===== config.mk =====
export PLATFORM = sky130hd
export DESIGN_NAME = mtc_top
export DESIGN_NICKNAME = d
export VERILOG_FILES = /design/src/hw/mtc_pkg.sv /design/src/hw/mtc_cfg_if.sv /design/src/hw/mtc_fifo_mem.sv /design/src/hw/mtc_regs.sv /design/src/hw/mtc_top.sv
export VERILOG_INCLUDE_DIRS = /design/src /design/src/hw
export SDC_FILE = /design/constraint.sdc
export NUM_CORES = 2
export LEC_CHECK = 0
export BUFFER_PORTS_ARGS = -buffer_cell sky130_fd_sc_hd__buf_2
export CAP_MARGIN = 25
export CORE_MARGIN = 4
export CORE_UTILIZATION = 30
export CTS_CLUSTER_SIZE = 25
export DETAILED_ROUTE_END_ITERATION = 12
export PLACE_DENSITY_LB_ADDON = 0.2
export RECOVER_POWER = 100
export REMOVE_ABC_BUFFERS = 1
export SKIP_CTS_REPAIR_TIMING = 1
export SLEW_MARGIN = 15
export SYNTH_ARGS = -nofsm -noshare
export SYNTH_HDL_FRONTEND = slang
export SYNTH_SLANG_ARGS = --single-unit

===== constraint.sdc =====
create_clock -name clk_in -period 12.4 [get_ports clk_in]
set_clock_uncertainty 0.05 [all_clocks]
set_input_delay 2.48 -clock clk_in [delete_from_list [all_inputs] [get_ports clk_in]]
set_output_delay 2.48 -clock clk_in [all_outputs]
set_load 0.005 [all_outputs]

===== src/hw/mtc_map.svh =====
// Offsets, field positions, reset values and counts of the transmit control block.
// Assumes an 8-bit register port with a 3-bit word address.
`ifndef MTC_MAP_SVH
`define MTC_MAP_SVH

`define MTC_OFS_TRANSMIT_PARAMETERS 3'h0
`define MTC_OFS_ERROR_STOP_MODE 3'h1
`define MTC_OFS_ERROR_STATUS 3'h2
`define MTC_OFS_ERROR_MASK 3'h3

`define MTC_RST_TRANSMIT_PARAMETERS 8'h00
`define MTC_RST_ERROR_STOP_MODE 8'h00
`define MTC_RST_ERROR_STATUS 3'h0
`define MTC_RST_ERROR_MASK 3'h0

`define MTC_BIT_SINGLE_PACKET_LOAD 4
`define MTC_BIT_RESUME_FRAME_SUPPRESS 3
`define MTC_BIT_PAUSE_HONOUR_ENABLE 2
`define MTC_BIT_CRC_INSERT_DISABLE 1
`define MTC_BIT_PAD_DISABLE 0
`define MTC_PARAM_USED_MASK 8'h1F

`define MTC_BIT_EXCESS_COLLISION_STOP 2
`define MTC_BIT_LATE_COLLISION_STOP 1
`define MTC_BIT_UNDERFLOW_STOP 0
`define MTC_MODE_USED_MASK 8'h07

`define MTC_EV_UNDERFLOW 0
`define MTC_EV_LATE_COLLISION 1
`define MTC_EV_EXCESS_COLLISION 2
`define MTC_BIT_RESTART 7

`define MTC_FIFO_DEPTH 9'h100
`define MTC_BYTE_DIV_LAST 2'h1
`define MTC_MIN_DATA_BYTES 11'h03C
`define MTC_LATE_LIMIT 11'h040
`define MTC_LAST_ATTEMPT 4'hF
`define MTC_START_THRESH 9'h01C
`define MTC_GAP_SLOTS_LAST 4'hB
`define MTC_FCS_LAST 2'h3
`define MTC_CRC_INIT 32'hFFFFFFFF
`define MTC_CRC_POLY 32'hEDB88320

`endif


===== src/hw/mtc_pkg.sv =====
// Types and the frame check function of the transmit control block.
// Assumes nothing of its surroundings.
package mtc_pkg;
    typedef logic [8:0] mtc_ptr_t;

    typedef enum logic [2:0] {
        MTC_ST_IDLE = 3'h0,
        MTC_ST_SEND = 3'h1,
        MTC_ST_PAD = 3'h2,
        MTC_ST_FCS = 3'h3,
        MTC_ST_GAP = 3'h4,
        MTC_ST_DRAIN = 3'h5,
        MTC_ST_HALT = 3'h6
    } mtc_state_t;

    // One byte into the reflected Ethernet CRC
    function automatic logic [31:0] mtc_crc_byte(input logic [31:0] crc_now,
                                                 input logic [7:0] data);
        logic [31:0] r;
        r = crc_now;
        for (int i = 0; i < 8; i++) begin
            r = (r[0] ^ data[i]) ? ((r >> 1) ^ 32'hEDB88320) : (r >> 1);
        end
        return r;
    endfunction
endpackage


===== src/hw/mtc_cfg_if.sv =====
// Settings and error events between the register file and the transmit core.
// Assumes both ends run on the one system clock.
interface mtc_cfg_if;
    logic [7:0] params;
    logic [7:0] mode;
    logic [2:0] events;
    logic halted;
    logic restart;

    modport regs (output params, output mode, output restart, input events, input halted);
    modport core (input params, input mode, input restart, output events, output halted);
endinterface // mtc_cfg_if


===== src/hw/mtc_fifo_mem.sv =====
// Transmit FIFO storage, 256 words of data, end mark and unmodified flag.
// Assumes pointers are managed by the caller; read data come from a register.
module mtc_fifo_mem (
    // Clock
    input wire logic clk_in,
    // Write side
    input wire logic wr_en_in,
    input wire logic [7:0] wr_addr_in,
    input wire logic [9:0] wr_data_in,
    // Read side
    input wire logic [7:0] rd_addr_in,
    output logic [9:0] rd_data_out
);
    logic [9:0] store [0:255];

    always_ff @(posedge clk_in) begin
        if (wr_en_in) begin
            store[wr_addr_in] <= wr_data_in;
        end
    end

    always_ff @(posedge clk_in) begin
        rd_data_out <= store[rd_addr_in];
    end
endmodule // mtc_fifo_mem


===== src/hw/mtc_regs.sv =====
// Register file: settings, sticky error status, mask and interrupt.
// Assumes one-cycle strobes from a master on the same clock.
`include "mtc_map.svh"
module mtc_regs (
    // Clock and reset
    input wire logic clk_in,
    input wire logic reset_n_in,
    // Register port
    input wire logic [2:0] addr_in,
    input wire logic [7:0] wdata_in,
    input wire logic wr_in,
    input wire logic rd_in,
    output logic [7:0] rdata_out,
    output logic irq_out,
    // Core side
    mtc_cfg_if.regs cfg_if
);
    import mtc_pkg::*;
    logic [2:0] status;
    logic [2:0] mask;
    logic wr_status;

    assign wr_status = wr_in && (addr_in == `MTC_OFS_ERROR_STATUS);
    assign cfg_if.restart = wr_status && wdata_in[`MTC_BIT_RESTART];

    always_ff @(posedge clk_in) begin
        if (!reset_n_in) begin
            cfg_if.params <= `MTC_RST_TRANSMIT_PARAMETERS;
            cfg_if.mode <= `MTC_RST_ERROR_STOP_MODE;
            mask <= `MTC_RST_ERROR_MASK;
        end else if (wr_in) begin
            case (addr_in)
                `MTC_OFS_TRANSMIT_PARAMETERS: cfg_if.params <= wdata_in & `MTC_PARAM_USED_MASK;
                `MTC_OFS_ERROR_STOP_MODE: cfg_if.mode <= wdata_in & `MTC_MODE_USED_MASK;
                `MTC_OFS_ERROR_MASK: mask <= wdata_in[2:0];
                default: ;
            endcase
        end
    end

    // Event set wins over a write-one clear
    always_ff @(posedge clk_in) begin
        if (!reset_n_in) begin
            status <= `MTC_RST_ERROR_STATUS;
        end else begin
            status <= cfg_if.events | (status & ~(wr_status ? wdata_in[2:0] : 3'h0));
        end
    end

    always_ff @(posedge clk_in) begin
        if (!reset_n_in) begin
            rdata_out <= 8'h00;
        end else if (rd_in) begin
            case (addr_in)
                `MTC_OFS_TRANSMIT_PARAMETERS: rdata_out <= cfg_if.params;
                `MTC_OFS_ERROR_STOP_MODE: rdata_out <= cfg_if.mode;
                `MTC_OFS_ERROR_STATUS: rdata_out <= {cfg_if.halted, 4'h0, status};
                `MTC_OFS_ERROR_MASK: rdata_out <= {5'h00, mask};
                default: rdata_out <= 8'h00;
            endcase
        end else begin
            rdata_out <= 8'h00;
        end
    end

    assign irq_out = |(status & mask);
endmodule // mtc_regs


===== src/hw/mtc_top.sv =====
// Per-port transmit control: packet FIFO loading, framing, error stop handling.
// Assumes a host loader on clk_in and PHY status pins from outside the clock domain.
//
// Overview of operation
// - With single packet load set, no new packet enters the FIFO until the last one left.
// - With resume frame suppress set, no resume frame is asked for when flow request drops.
// - With pause honour set in full duplex, no frame starts while pause frames come in.
// - With CRC insert disable set, a packet goes out as loaded, without pad or FCS.
// - A packet loaded with the unmodified flag at its start ignores both disable settings.
// - With pad disable and CRC insert disable clear, short packets are padded to 64 bytes including the FCS.
// - Pad disable is ignored while CRC insert disable is set.
// - A collision error whose stop bit is set, or an underflow after 64 bytes with its stop bit set, flushes the FIFO and halts transmission.
// - A stopping error is recorded in the transmit error status register.
// - An error raises the interrupt only when its mask bit is set.
// - With excessive collision stop set, the 16th collision of a packet stops transmission.
// - With excessive collision stop clear, a packet is retried after every collision before 64 bytes.
// - With late collision stop set, a collision after 64 bytes stops transmission.
// - With late collision stop clear, a late collided packet is dropped and the next sent.
// - With underflow stop set, an underflow after 64 bytes stops transmission.
// - With underflow stop clear, an underflowed packet is dropped and the next sent.
`include "mtc_map.svh"
module mtc_top (
    // Clock and reset
    input wire logic clk_in,
    input wire logic reset_n_in,
    // Register port
    input wire logic [2:0] reg_addr_in,
    input wire logic [7:0] reg_wdata_in,
    input wire logic reg_wr_in,
    input wire logic reg_rd_in,
    output logic [7:0] reg_rdata_out,
    output logic irq_out,
    // Host packet loading
    input wire logic load_valid_in,
    input wire logic [7:0] load_data_in,
    input wire logic load_sop_in,
    input wire logic load_eop_in,
    input wire logic load_asis_in,
    output logic load_ready_out,
    // PHY status pins
    input wire logic phy_collision_in,
    input wire logic phy_full_duplex_in,
    input wire logic pause_rx_active_in,
    input wire logic flow_request_in,
    // Transmit byte stream and flow frame requests
    output logic tx_en_out,
    output logic [7:0] tx_data_out,
    output logic flow_frame_req_out,
    output logic flow_frame_resume_out,
    output logic tx_halted_out
);
    import mtc_pkg::*;

    mtc_cfg_if cfg_bus();

    logic [3:0] pin_meta;
    logic [3:0] pin_sync;
    logic coll_hit;
    logic full_duplex;
    logic pause_rx;
    logic flow_req;
    logic flow_req_prev;
    logic [1:0] div_cnt;
    logic slot;
    mtc_state_t state;
    mtc_ptr_t wr_ptr;
    mtc_ptr_t rd_ptr;
    mtc_ptr_t commit_ptr;
    mtc_ptr_t wr_q1;
    mtc_ptr_t wr_q2;
    mtc_ptr_t used;
    logic eop_q1;
    logic eop_q2;
    logic [8:0] pkts;
    logic asis_hold;
    logic single_block;
    logic load_fire;
    logic full;
    logic avail;
    logic start_ok;
    logic pause_block;
    logic flush;
    logic [9:0] rd_data;
    logic [31:0] crc;
    logic [10:0] byte_cnt;
    logic [10:0] next_cnt;
    logic [3:0] attempts;
    logic [3:0] gap_cnt;
    logic [1:0] fcs_idx;
    logic eop_seen;
    logic eff_pad;
    logic eff_crc;
    logic late;
    logic [2:0] ev;
    logic retire_pulse;

    mtc_regs u_regs (
        .clk_in(clk_in),
        .reset_n_in(reset_n_in),
        .addr_in(reg_addr_in),
        .wdata_in(reg_wdata_in),
        .wr_in(reg_wr_in),
        .rd_in(reg_rd_in),
        .rdata_out(reg_rdata_out),
        .irq_out(irq_out),
        .cfg_if(cfg_bus.regs)
    );

    mtc_fifo_mem u_mem (
        .clk_in(clk_in),
        .wr_en_in(load_fire),
        .wr_addr_in(wr_ptr[7:0]),
        .wr_data_in({load_sop_in ? load_asis_in : asis_hold, load_eop_in, load_data_in}),
        .rd_addr_in(rd_ptr[7:0]),
        .rd_data_out(rd_data)
    );

    // Pin synchronisers
    always_ff @(posedge clk_in) begin
        if (!reset_n_in) begin
            pin_meta <= 4'h0;
            pin_sync <= 4'h0;
        end else begin
            pin_meta <= {flow_request_in, pause_rx_active_in, phy_full_duplex_in, phy_collision_in};
            pin_sync <= pin_meta;
        end
    end

    assign full_duplex = pin_sync[1];
    assign coll_hit = pin_sync[0] && !full_duplex;
    assign pause_rx = pin_sync[2];
    assign flow_req = pin_sync[3];

    // Byte slot divider
    always_ff @(posedge clk_in) begin
        if (!reset_n_in) begin
            div_cnt <= 2'h0;
        end else begin
            div_cnt <= slot ? 2'h0 : 2'(div_cnt + 2'h1);
        end
    end

    assign slot = (div_cnt == `MTC_BYTE_DIV_LAST);

    // Flow frame requests on flow request edges
    always_ff @(posedge clk_in) begin
        if (!reset_n_in) begin
            flow_req_prev <= 1'b0;
            flow_frame_req_out <= 1'b0;
            flow_frame_resume_out <= 1'b0;
        end else begin
            flow_req_prev <= flow_req;
            flow_frame_req_out <= 1'b0;
            if (flow_req && !flow_req_prev) begin
                flow_frame_req_out <= 1'b1;
                flow_frame_resume_out <= 1'b0;
            end else if (!flow_req && flow_req_prev &&
                         !cfg_bus.params[`MTC_BIT_RESUME_FRAME_SUPPRESS]) begin
                flow_frame_req_out <= 1'b1;
                flow_frame_resume_out <= 1'b1;
            end
        end
    end

    // Load side
    assign flush = (state == MTC_ST_HALT);
    assign full = (9'(wr_ptr - commit_ptr) == `MTC_FIFO_DEPTH);
    assign load_ready_out = !full && !flush && !single_block;
    assign load_fire = load_valid_in && load_ready_out;

    always_ff @(posedge clk_in) begin
        if (!reset_n_in) begin
            wr_ptr <= 9'h000;
            asis_hold <= 1'b0;
        end else if (load_fire) begin
            wr_ptr <= 9'(wr_ptr + 9'h001);
            if (load_sop_in) begin
                asis_hold <= load_asis_in;
            end
        end
    end

    always_ff @(posedge clk_in) begin
        if (!reset_n_in) begin
            single_block <= 1'b0;
        end else if (load_fire && load_eop_in && cfg_bus.params[`MTC_BIT_SINGLE_PACKET_LOAD]) begin
            single_block <= 1'b1;
        end else if (retire_pulse || flush) begin
            single_block <= 1'b0;
        end
    end

    // Write pointer delayed until memory read data can show it
    always_ff @(posedge clk_in) begin
        if (!reset_n_in) begin
            wr_q1 <= 9'h000;
            wr_q2 <= 9'h000;
            eop_q1 <= 1'b0;
            eop_q2 <= 1'b0;
        end else if (flush) begin
            wr_q1 <= wr_ptr;
            wr_q2 <= wr_ptr;
            eop_q1 <= 1'b0;
            eop_q2 <= 1'b0;
        end else begin
            wr_q1 <= wr_ptr;
            wr_q2 <= wr_q1;
            eop_q1 <= load_fire && load_eop_in;
            eop_q2 <= eop_q1;
        end
    end

    // Complete packets waiting in the FIFO
    always_ff @(posedge clk_in) begin
        if (!reset_n_in || flush) begin
            pkts <= 9'h000;
        end else begin
            case ({eop_q2, retire_pulse})
                2'b10: pkts <= 9'(pkts + 9'h001);
                2'b01: pkts <= 9'(pkts - 9'h001);
                default: pkts <= pkts;
            endcase
        end
    end

    assign used = 9'(wr_q2 - rd_ptr);
    assign avail = (used != 9'h000);
    assign start_ok = (pkts != 9'h000) || (used >= `MTC_START_THRESH);
    assign pause_block = cfg_bus.params[`MTC_BIT_PAUSE_HONOUR_ENABLE] && full_duplex &&
                         pause_rx;
    assign late = (byte_cnt >= `MTC_LATE_LIMIT);
    assign next_cnt = 11'(byte_cnt + 11'h001);
    assign cfg_bus.events = ev;
    assign cfg_bus.halted = flush;
    assign tx_halted_out = flush;

    // Transmit sequencer
    always_ff @(posedge clk_in) begin
        if (!reset_n_in) begin
            state <= MTC_ST_IDLE;
            rd_ptr <= 9'h000;
            commit_ptr <= 9'h000;
            crc <= `MTC_CRC_INIT;
            byte_cnt <= 11'h000;
            attempts <= 4'h0;
            gap_cnt <= 4'h0;
            fcs_idx <= 2'h0;
            eop_seen <= 1'b0;
            eff_pad <= 1'b0;
            eff_crc <= 1'b0;
            tx_en_out <= 1'b0;
            tx_data_out <= 8'h00;
            ev <= 3'h0;
            retire_pulse <= 1'b0;
        end else begin
            ev <= 3'h0;
            retire_pulse <= 1'b0;
            if (slot && coll_hit &&
                (state == MTC_ST_SEND || state == MTC_ST_PAD || state == MTC_ST_FCS)) begin
                tx_en_out <= 1'b0;
                gap_cnt <= 4'h0;
                if (late) begin
                    ev[`MTC_EV_LATE_COLLISION] <= 1'b1;
                    if (cfg_bus.mode[`MTC_BIT_LATE_COLLISION_STOP]) begin
                        state <= MTC_ST_HALT;
                    end else if (eop_seen) begin
                        commit_ptr <= rd_ptr;
                        retire_pulse <= 1'b1;
                        attempts <= 4'h0;
                        state <= MTC_ST_GAP;
                    end else begin
                        state <= MTC_ST_DRAIN;
                    end
                end else if (attempts == `MTC_LAST_ATTEMPT &&
                             cfg_bus.mode[`MTC_BIT_EXCESS_COLLISION_STOP]) begin
                    ev[`MTC_EV_EXCESS_COLLISION] <= 1'b1;
                    state <= MTC_ST_HALT;
                end else begin
                    // Retry from the packet start; count saturates
                    if (attempts != `MTC_LAST_ATTEMPT) begin
                        attempts <= 4'(attempts + 4'h1);
                    end
                    rd_ptr <= commit_ptr;
                    state <= MTC_ST_GAP;
                end
            end else begin
                case (state)
                    MTC_ST_IDLE: begin
                        if (slot) begin
                            tx_en_out <= 1'b0;
                            if (start_ok && !pause_block) begin
                                eff_crc <= rd_data[9] ||
                                           !cfg_bus.params[`MTC_BIT_CRC_INSERT_DISABLE];
                                eff_pad <= rd_data[9] ||
                                           (!cfg_bus.params[`MTC_BIT_CRC_INSERT_DISABLE] &&
                                            !cfg_bus.params[`MTC_BIT_PAD_DISABLE]);
                                crc <= `MTC_CRC_INIT;
                                byte_cnt <= 11'h000;
                                fcs_idx <= 2'h0;
                                eop_seen <= 1'b0;
                                state <= MTC_ST_SEND;
                            end
                        end
                    end
                    MTC_ST_SEND: begin
                        if (slot) begin
                            if (!avail) begin
                                tx_en_out <= 1'b0;
                                ev[`MTC_EV_UNDERFLOW] <= 1'b1;
                                if (late && cfg_bus.mode[`MTC_BIT_UNDERFLOW_STOP]) begin
                                    state <= MTC_ST_HALT;
                                end else begin
                                    state <= MTC_ST_DRAIN;
                                end
                            end else begin
                                tx_en_out <= 1'b1;
                                tx_data_out <= rd_data[7:0];
                                crc <= mtc_crc_byte(crc, rd_data[7:0]);
                                byte_cnt <= next_cnt;
                                rd_ptr <= 9'(rd_ptr + 9'h001);
                                if (rd_data[8]) begin
                                    eop_seen <= 1'b1;
                                    if (eff_pad && next_cnt < `MTC_MIN_DATA_BYTES) begin
                                        state <= MTC_ST_PAD;
                                    end else if (eff_crc) begin
                                        state <= MTC_ST_FCS;
                                    end else begin
                                        commit_ptr <= 9'(rd_ptr + 9'h001);
                                        retire_pulse <= 1'b1;
                                        attempts <= 4'h0;
                                        gap_cnt <= 4'h0;
                                        state <= MTC_ST_GAP;
                                    end
                                end
                            end
                        end
                    end
                    MTC_ST_PAD: begin
                        if (slot) begin
                            tx_en_out <= 1'b1;
                            tx_data_out <= 8'h00;
                            crc <= mtc_crc_byte(crc, 8'h00);
                            byte_cnt <= next_cnt;
                            if (next_cnt >= `MTC_MIN_DATA_BYTES) begin
                                state <= MTC_ST_FCS;
                            end
                        end
                    end
                    MTC_ST_FCS: begin
                        if (slot) begin
                            tx_en_out <= 1'b1;
                            tx_data_out <= ~crc[7:0];
                            crc <= {8'hFF, crc[31:8]};
                            byte_cnt <= next_cnt;
                            fcs_idx <= 2'(fcs_idx + 2'h1);
                            if (fcs_idx == `MTC_FCS_LAST) begin
                                commit_ptr <= rd_ptr;
                                retire_pulse <= 1'b1;
                                attempts <= 4'h0;
                                gap_cnt <= 4'h0;
                                state <= MTC_ST_GAP;
                            end
                        end
                    end
                    MTC_ST_GAP: begin
                        if (slot) begin
                            tx_en_out <= 1'b0;
                            gap_cnt <= 4'(gap_cnt + 4'h1);
                            if (gap_cnt == `MTC_GAP_SLOTS_LAST) begin
                                state <= MTC_ST_IDLE;
                            end
                        end
                    end
                    MTC_ST_DRAIN: begin
                        // Drop the rest of the packet as it arrives
                        if (slot) begin
                            tx_en_out <= 1'b0;
                            if (avail) begin
                                rd_ptr <= 9'(rd_ptr + 9'h001);
                                if (rd_data[8]) begin
                                    commit_ptr <= 9'(rd_ptr + 9'h001);
                                    retire_pulse <= 1'b1;
                                    attempts <= 4'h0;
                                    gap_cnt <= 4'h0;
                                    state <= MTC_ST_GAP;
                                end
                            end
                        end
                    end
                    MTC_ST_HALT: begin
                        // Hold the FIFO flushed until software restarts
                        tx_en_out <= 1'b0;
                        rd_ptr <= wr_ptr;
                        commit_ptr <= wr_ptr;
                        attempts <= 4'h0;
                        if (cfg_bus.restart) begin
                            state <= MTC_ST_IDLE;
                        end
                    end
                    default: begin
                        state <= MTC_ST_IDLE;
                    end
                endcase
            end
        end
    end
endmodule // mtc_top

==> summary.md <==
| Metric | Value |
|---|---|
| R2R setup slack | `3.69 ns` |
| Hpwl dp | `around 170 mm` |
| Sequential share of the synthesized area | `73.7%` |
| CTS Root Cell | `clkbuf_16` |
| Max FO, Critical Path | `87` |
| Hold Path Class | `flop to flop` |
| Row Count | `~220` |
| Worst path max stage delay | `3.05 ns` |
| Synth Instances | `roughly 5400` |
| Worst-Margin Slew | `~6.7 ns` |
| CTS buffer count | `306` |
| FFs w/ async S/R, synth | `0%` |
| Status | `finished with violations` |
| EDFF count, synth | `roughly 2600` |
| Rel. slew slack | `-343%` |
| FF+latch area | `0.0803 mm^2` |
| Critical path class | `input port to flop` |
| Iteration-0 DRC Markers | `about 5000` |
| All-Layer GR Usage | `~15%` |
| Worst r2r dst | `u_mem.store[199][4]$_DFFE_PP_` |
| Final WL | `a little under 300 mm` |
| Syn_area_per_cell | `slightly above 20 um^2` |
| #FFs+latches synth | `between 2000 and 3000` |
| Psw | `roughly 7300 uW` |
| Filler cells | `~34000` |
| Longest Clk Path Bufs | `4` |
| Synth Flop Type | `edfxtp_1` |
| Die Ht | `between 600 and 700 um` |
| Max Slew Vio Count | `between 1500 and 2000` |
| Die W | `611 um` |
| Net count, final | `slightly below 6000` |
| Largest net degree at the start of global routing | `between 100 and 150` |
| Crit Reg-Reg Startpoint | `wr_ptr[0]$_SDFFE_PN0P_` |
| Final Hold Viols | `0` |
| Unique masters post-synth | `slightly below 80` |
| Drt first pass iters | `5` |
| Slowest-stage cell, CP | `clkbuf_1` |
| Critical Path RT | `around 12 ns` |
| # clock sinks | `2733` |
| Starting Density | `between 30% and 40%` |
| CP cell instances | `clkbuf_1 > clkbuf_1` |
| Max_cap viols | `31` |
| Routed length per instance | `approximately 27 um` |
| Hold_sp | `div_cnt[0]$_SDFF_PP0_` |
| Worst setup EP type | `flop` |
| Via count | `roughly 54000` |
| XOR/XNOR share of the synthesized area | `about 1.2%` |
| Clk_lat worst skew | `0.89 ns` |
| Via density | `5.00` |
| Final Cell Area | `~0.13 mm^2` |
| Initial antenna violation count | `13` |
| Int Pwr | `between 15000 and 20000 uW` |
| WP buf/inv | `2` |
| Sw frac | `~29%` |
| # DRC | `0` |
| Yosys warns | `0` |
| Gate power share | `between 20% and 30%` |
| Leakage | `about 0.037 uW` |
| R2R depth | `13` |
| Core Area | `between 0.3 and 0.4 mm^2` |
| RSZ-0062 raised after global routing | `no` |
| Final Cycle Share | `roughly 70%` |
| Total grt overflow | `0` |
| H-tree levels | `5` |
| Multi-input gate area | `0.0271 mm^2` |
| First-pass GRT wire length | `419 mm` |
| Area Overhead vs Synth | `14.7%` |
| Mux cell area share after synthesis | `17.5%` |
| Mapped cell area | `between 0.1 and 0.15 mm^2` |
| Hold Crit Endpoint | `div_cnt[0]$_SDFF_PP0_` |
| Placed cells | `between 10000 and 15000` |
| CP top delay family | `buffers and inverters` |
| PortBufs | `48` |
| Top-Level Pins | `between 50 and 60` |
| Arrival time worst endpoint | `roughly 9 ns` |
| Critical path startpoint category | `input port` |
| Seq pwr share | `roughly two fifths` |
| Final setup vio count | `0` |
| Hold Path Depth | `1` |
| Layout cell share with drive strength beyond 1 | `between 20% and 30%` |
| Placed inst area | `between 0.1 and 0.15 mm^2` |
| Routability cong. | `~0.76` |
| Clock network power share | `about a third` |
| Fmax | `about 0.11 GHz` |
| Worst-path clk slew | `approximately 0.06 ns` |
| Synth Area in Compound Gates | `2.15%` |
| Layout Cells excl Fill | `between 10000 and 15000` |
| TritonCTS clock tree | `yes` |
| Fraction of the mapped netlist area in simple logic gates | `3.53%` |
| Main combinational cell family by area after synthesis | `multiplexers` |
| Most frequent CP cell | `clkbuf_1` |
| Vias in the first global route | `about 55000` |
| Post-DRT Antenna Nets | `0` |
| Pwr Density | `201 mW/mm^2` |
| Maximum VDD drop | `between 0.00015 and 0.0002 V` |
| Synth Area in Adders | `0.420%` |
| Die area | `roughly 0.37 mm^2` |
| Failing checks | `capacitance limit, slew limit` |
| Fin crit period | `8.74 ns` |
-- area by class of cell --
cell class | instances | area share (%)
inverter | 41 | 0.132
multi-input combinational | 2300 | 21.7
tap | 4794 | 4.80
sequential | 2733 | 64.2
timing repair buffer | 346 | 1.38
antenna | 2 | 0.00400
clock buffer | 375 | 6.43
clock inverter | 186 | 1.34
-- power by group through the flow --
stage / registers (uW) / clock network (uW) / logic, uW
after floorplan: 11000 / 0 / 7210
after global placement: 10500 / 0 / 6030
after detailed placement: 10500 / 0 / 6050
after CTS: 10300 / 9080 / 6070
after global routing: 10300 / 9460 / 6310
final: 10300 / 8840 / 5940
-- state kept, by name, indices dropped and copies added (netlist names), 9 cells and up --
register           flops
byte_cnt              11
commit_ptr             9
crc                   32
pkts                   9
rd_ptr                 9
u_mem.rd_data_out     10
u_mem.store         2560
wr_ptr                 9
wr_q1                  9
wr_q2                  9
-- stage by stage --
step	hold WS, ns	setup TNS (ns)	setup WS (ns)	power [uW]	utilization [%]
after floorplan	0.348	-1654.37	-17.70	18200	-
after global placement	0.368	0	6.40	16500	31.7
after detailed placement	0.365	0	6.40	16600	32.0
after CTS	0.373	0	6.21	25500	34.7
after global routing	0.399	0	3.00	26100	34.5
final	0.367	0	3.66	25100	34.5
-- per-layer routing --
layer  track usage, %  up-vias  wire length, um
met5                0        -               14
met1             21.7    29300           130000
met2             25.4     1466           143000
met4             3.29        4             5710
met3             1.94      338            13800
li1                 -    22900                -
-- cells in the final DEF (no fill, tap or decap), types with 21 or more instances in the layout --
cell type  synthesis  routed
nand3b_1          21      21
edfxtp_1        2560    2560
xor2_1            41      41
mux2i_1           87      87
mux4_2           808     808
dfxtp_1          173     167
a211oi_1          41      41
bufinv_16          0      23
buf_4             25      65
clkbuf_16          0     310
clkinv_2           0      44
xnor2_1          100     100
clkinv_1           2      83
clkbuf_1         163     307
a22oi_1           21      21
a21oi_1           90      90
nand3_1           42      42
buf_2             98      26
nand2_1          220     220
o21ai_0           52      56
nor3_1            39      37
inv_1             37      35
nor2_1           417     416
ha_1              35      31
-- synth_stat cells, types with 21 or more instances --
cell type	instances	area, um^2
o21ai_0	52	260
buf_4	25	188
inv_1	37	139
a21oi_1	90	450
xor2_1	41	359
nand3b_1	21	158
nor3_1	39	195
nor2_1	417	1570
ha_1	35	438
dfxtp_1	173	3460
a211oi_1	41	308
nand2_1	220	826
xnor2_1	100	876
a22oi_1	21	158
buf_1	27	101
clkbuf_1	163	612
buf_2	98	490
mux2i_1	87	871
nand3_1	42	210
mux4_2	808	18200
edfxtp_1	2560	76900
-- worst max path at each step --
stage | end | slack (ns) | cells past startpoint | startpoint
after floorplan | crc[28]$_SDFFE_PN1P_ | -17.70 | 10 | rd_ptr[0]$_SDFFE_PN0P_
after global placement | u_mem.store[49][3]$_DFFE_PP_ | 6.40 | 5 | load_valid_in
after detailed placement | u_mem.store[114][1]$_DFFE_PP_ | 6.40 | 5 | load_valid_in
final | u_mem.store[0][6]$_DFFE_PP_ | 3.66 | 2 | load_data_in[6]
after CTS | load_ready_out | 6.21 | 10 | wr_ptr[0]$_SDFFE_PN0P_
after global routing | u_mem.store[0][6]$_DFFE_PP_ | 3.00 | 2 | load_data_in[6]
-- logic make-up after synthesis --
| logic type | after synthesis |
|---|---|
| flip-flops | 2733 |
| multiplexers | 898 |
| AND/OR/NAND/NOR | 872 |
| buffers and inverters | 362 |
| AO/OA/AOI/OAI | 347 |
| XOR/XNOR | 145 |
| adder cells (fa/ha/maj) | 36 |
| other | 1 |
Note: power is estimated with default switching activity, not from simulation.
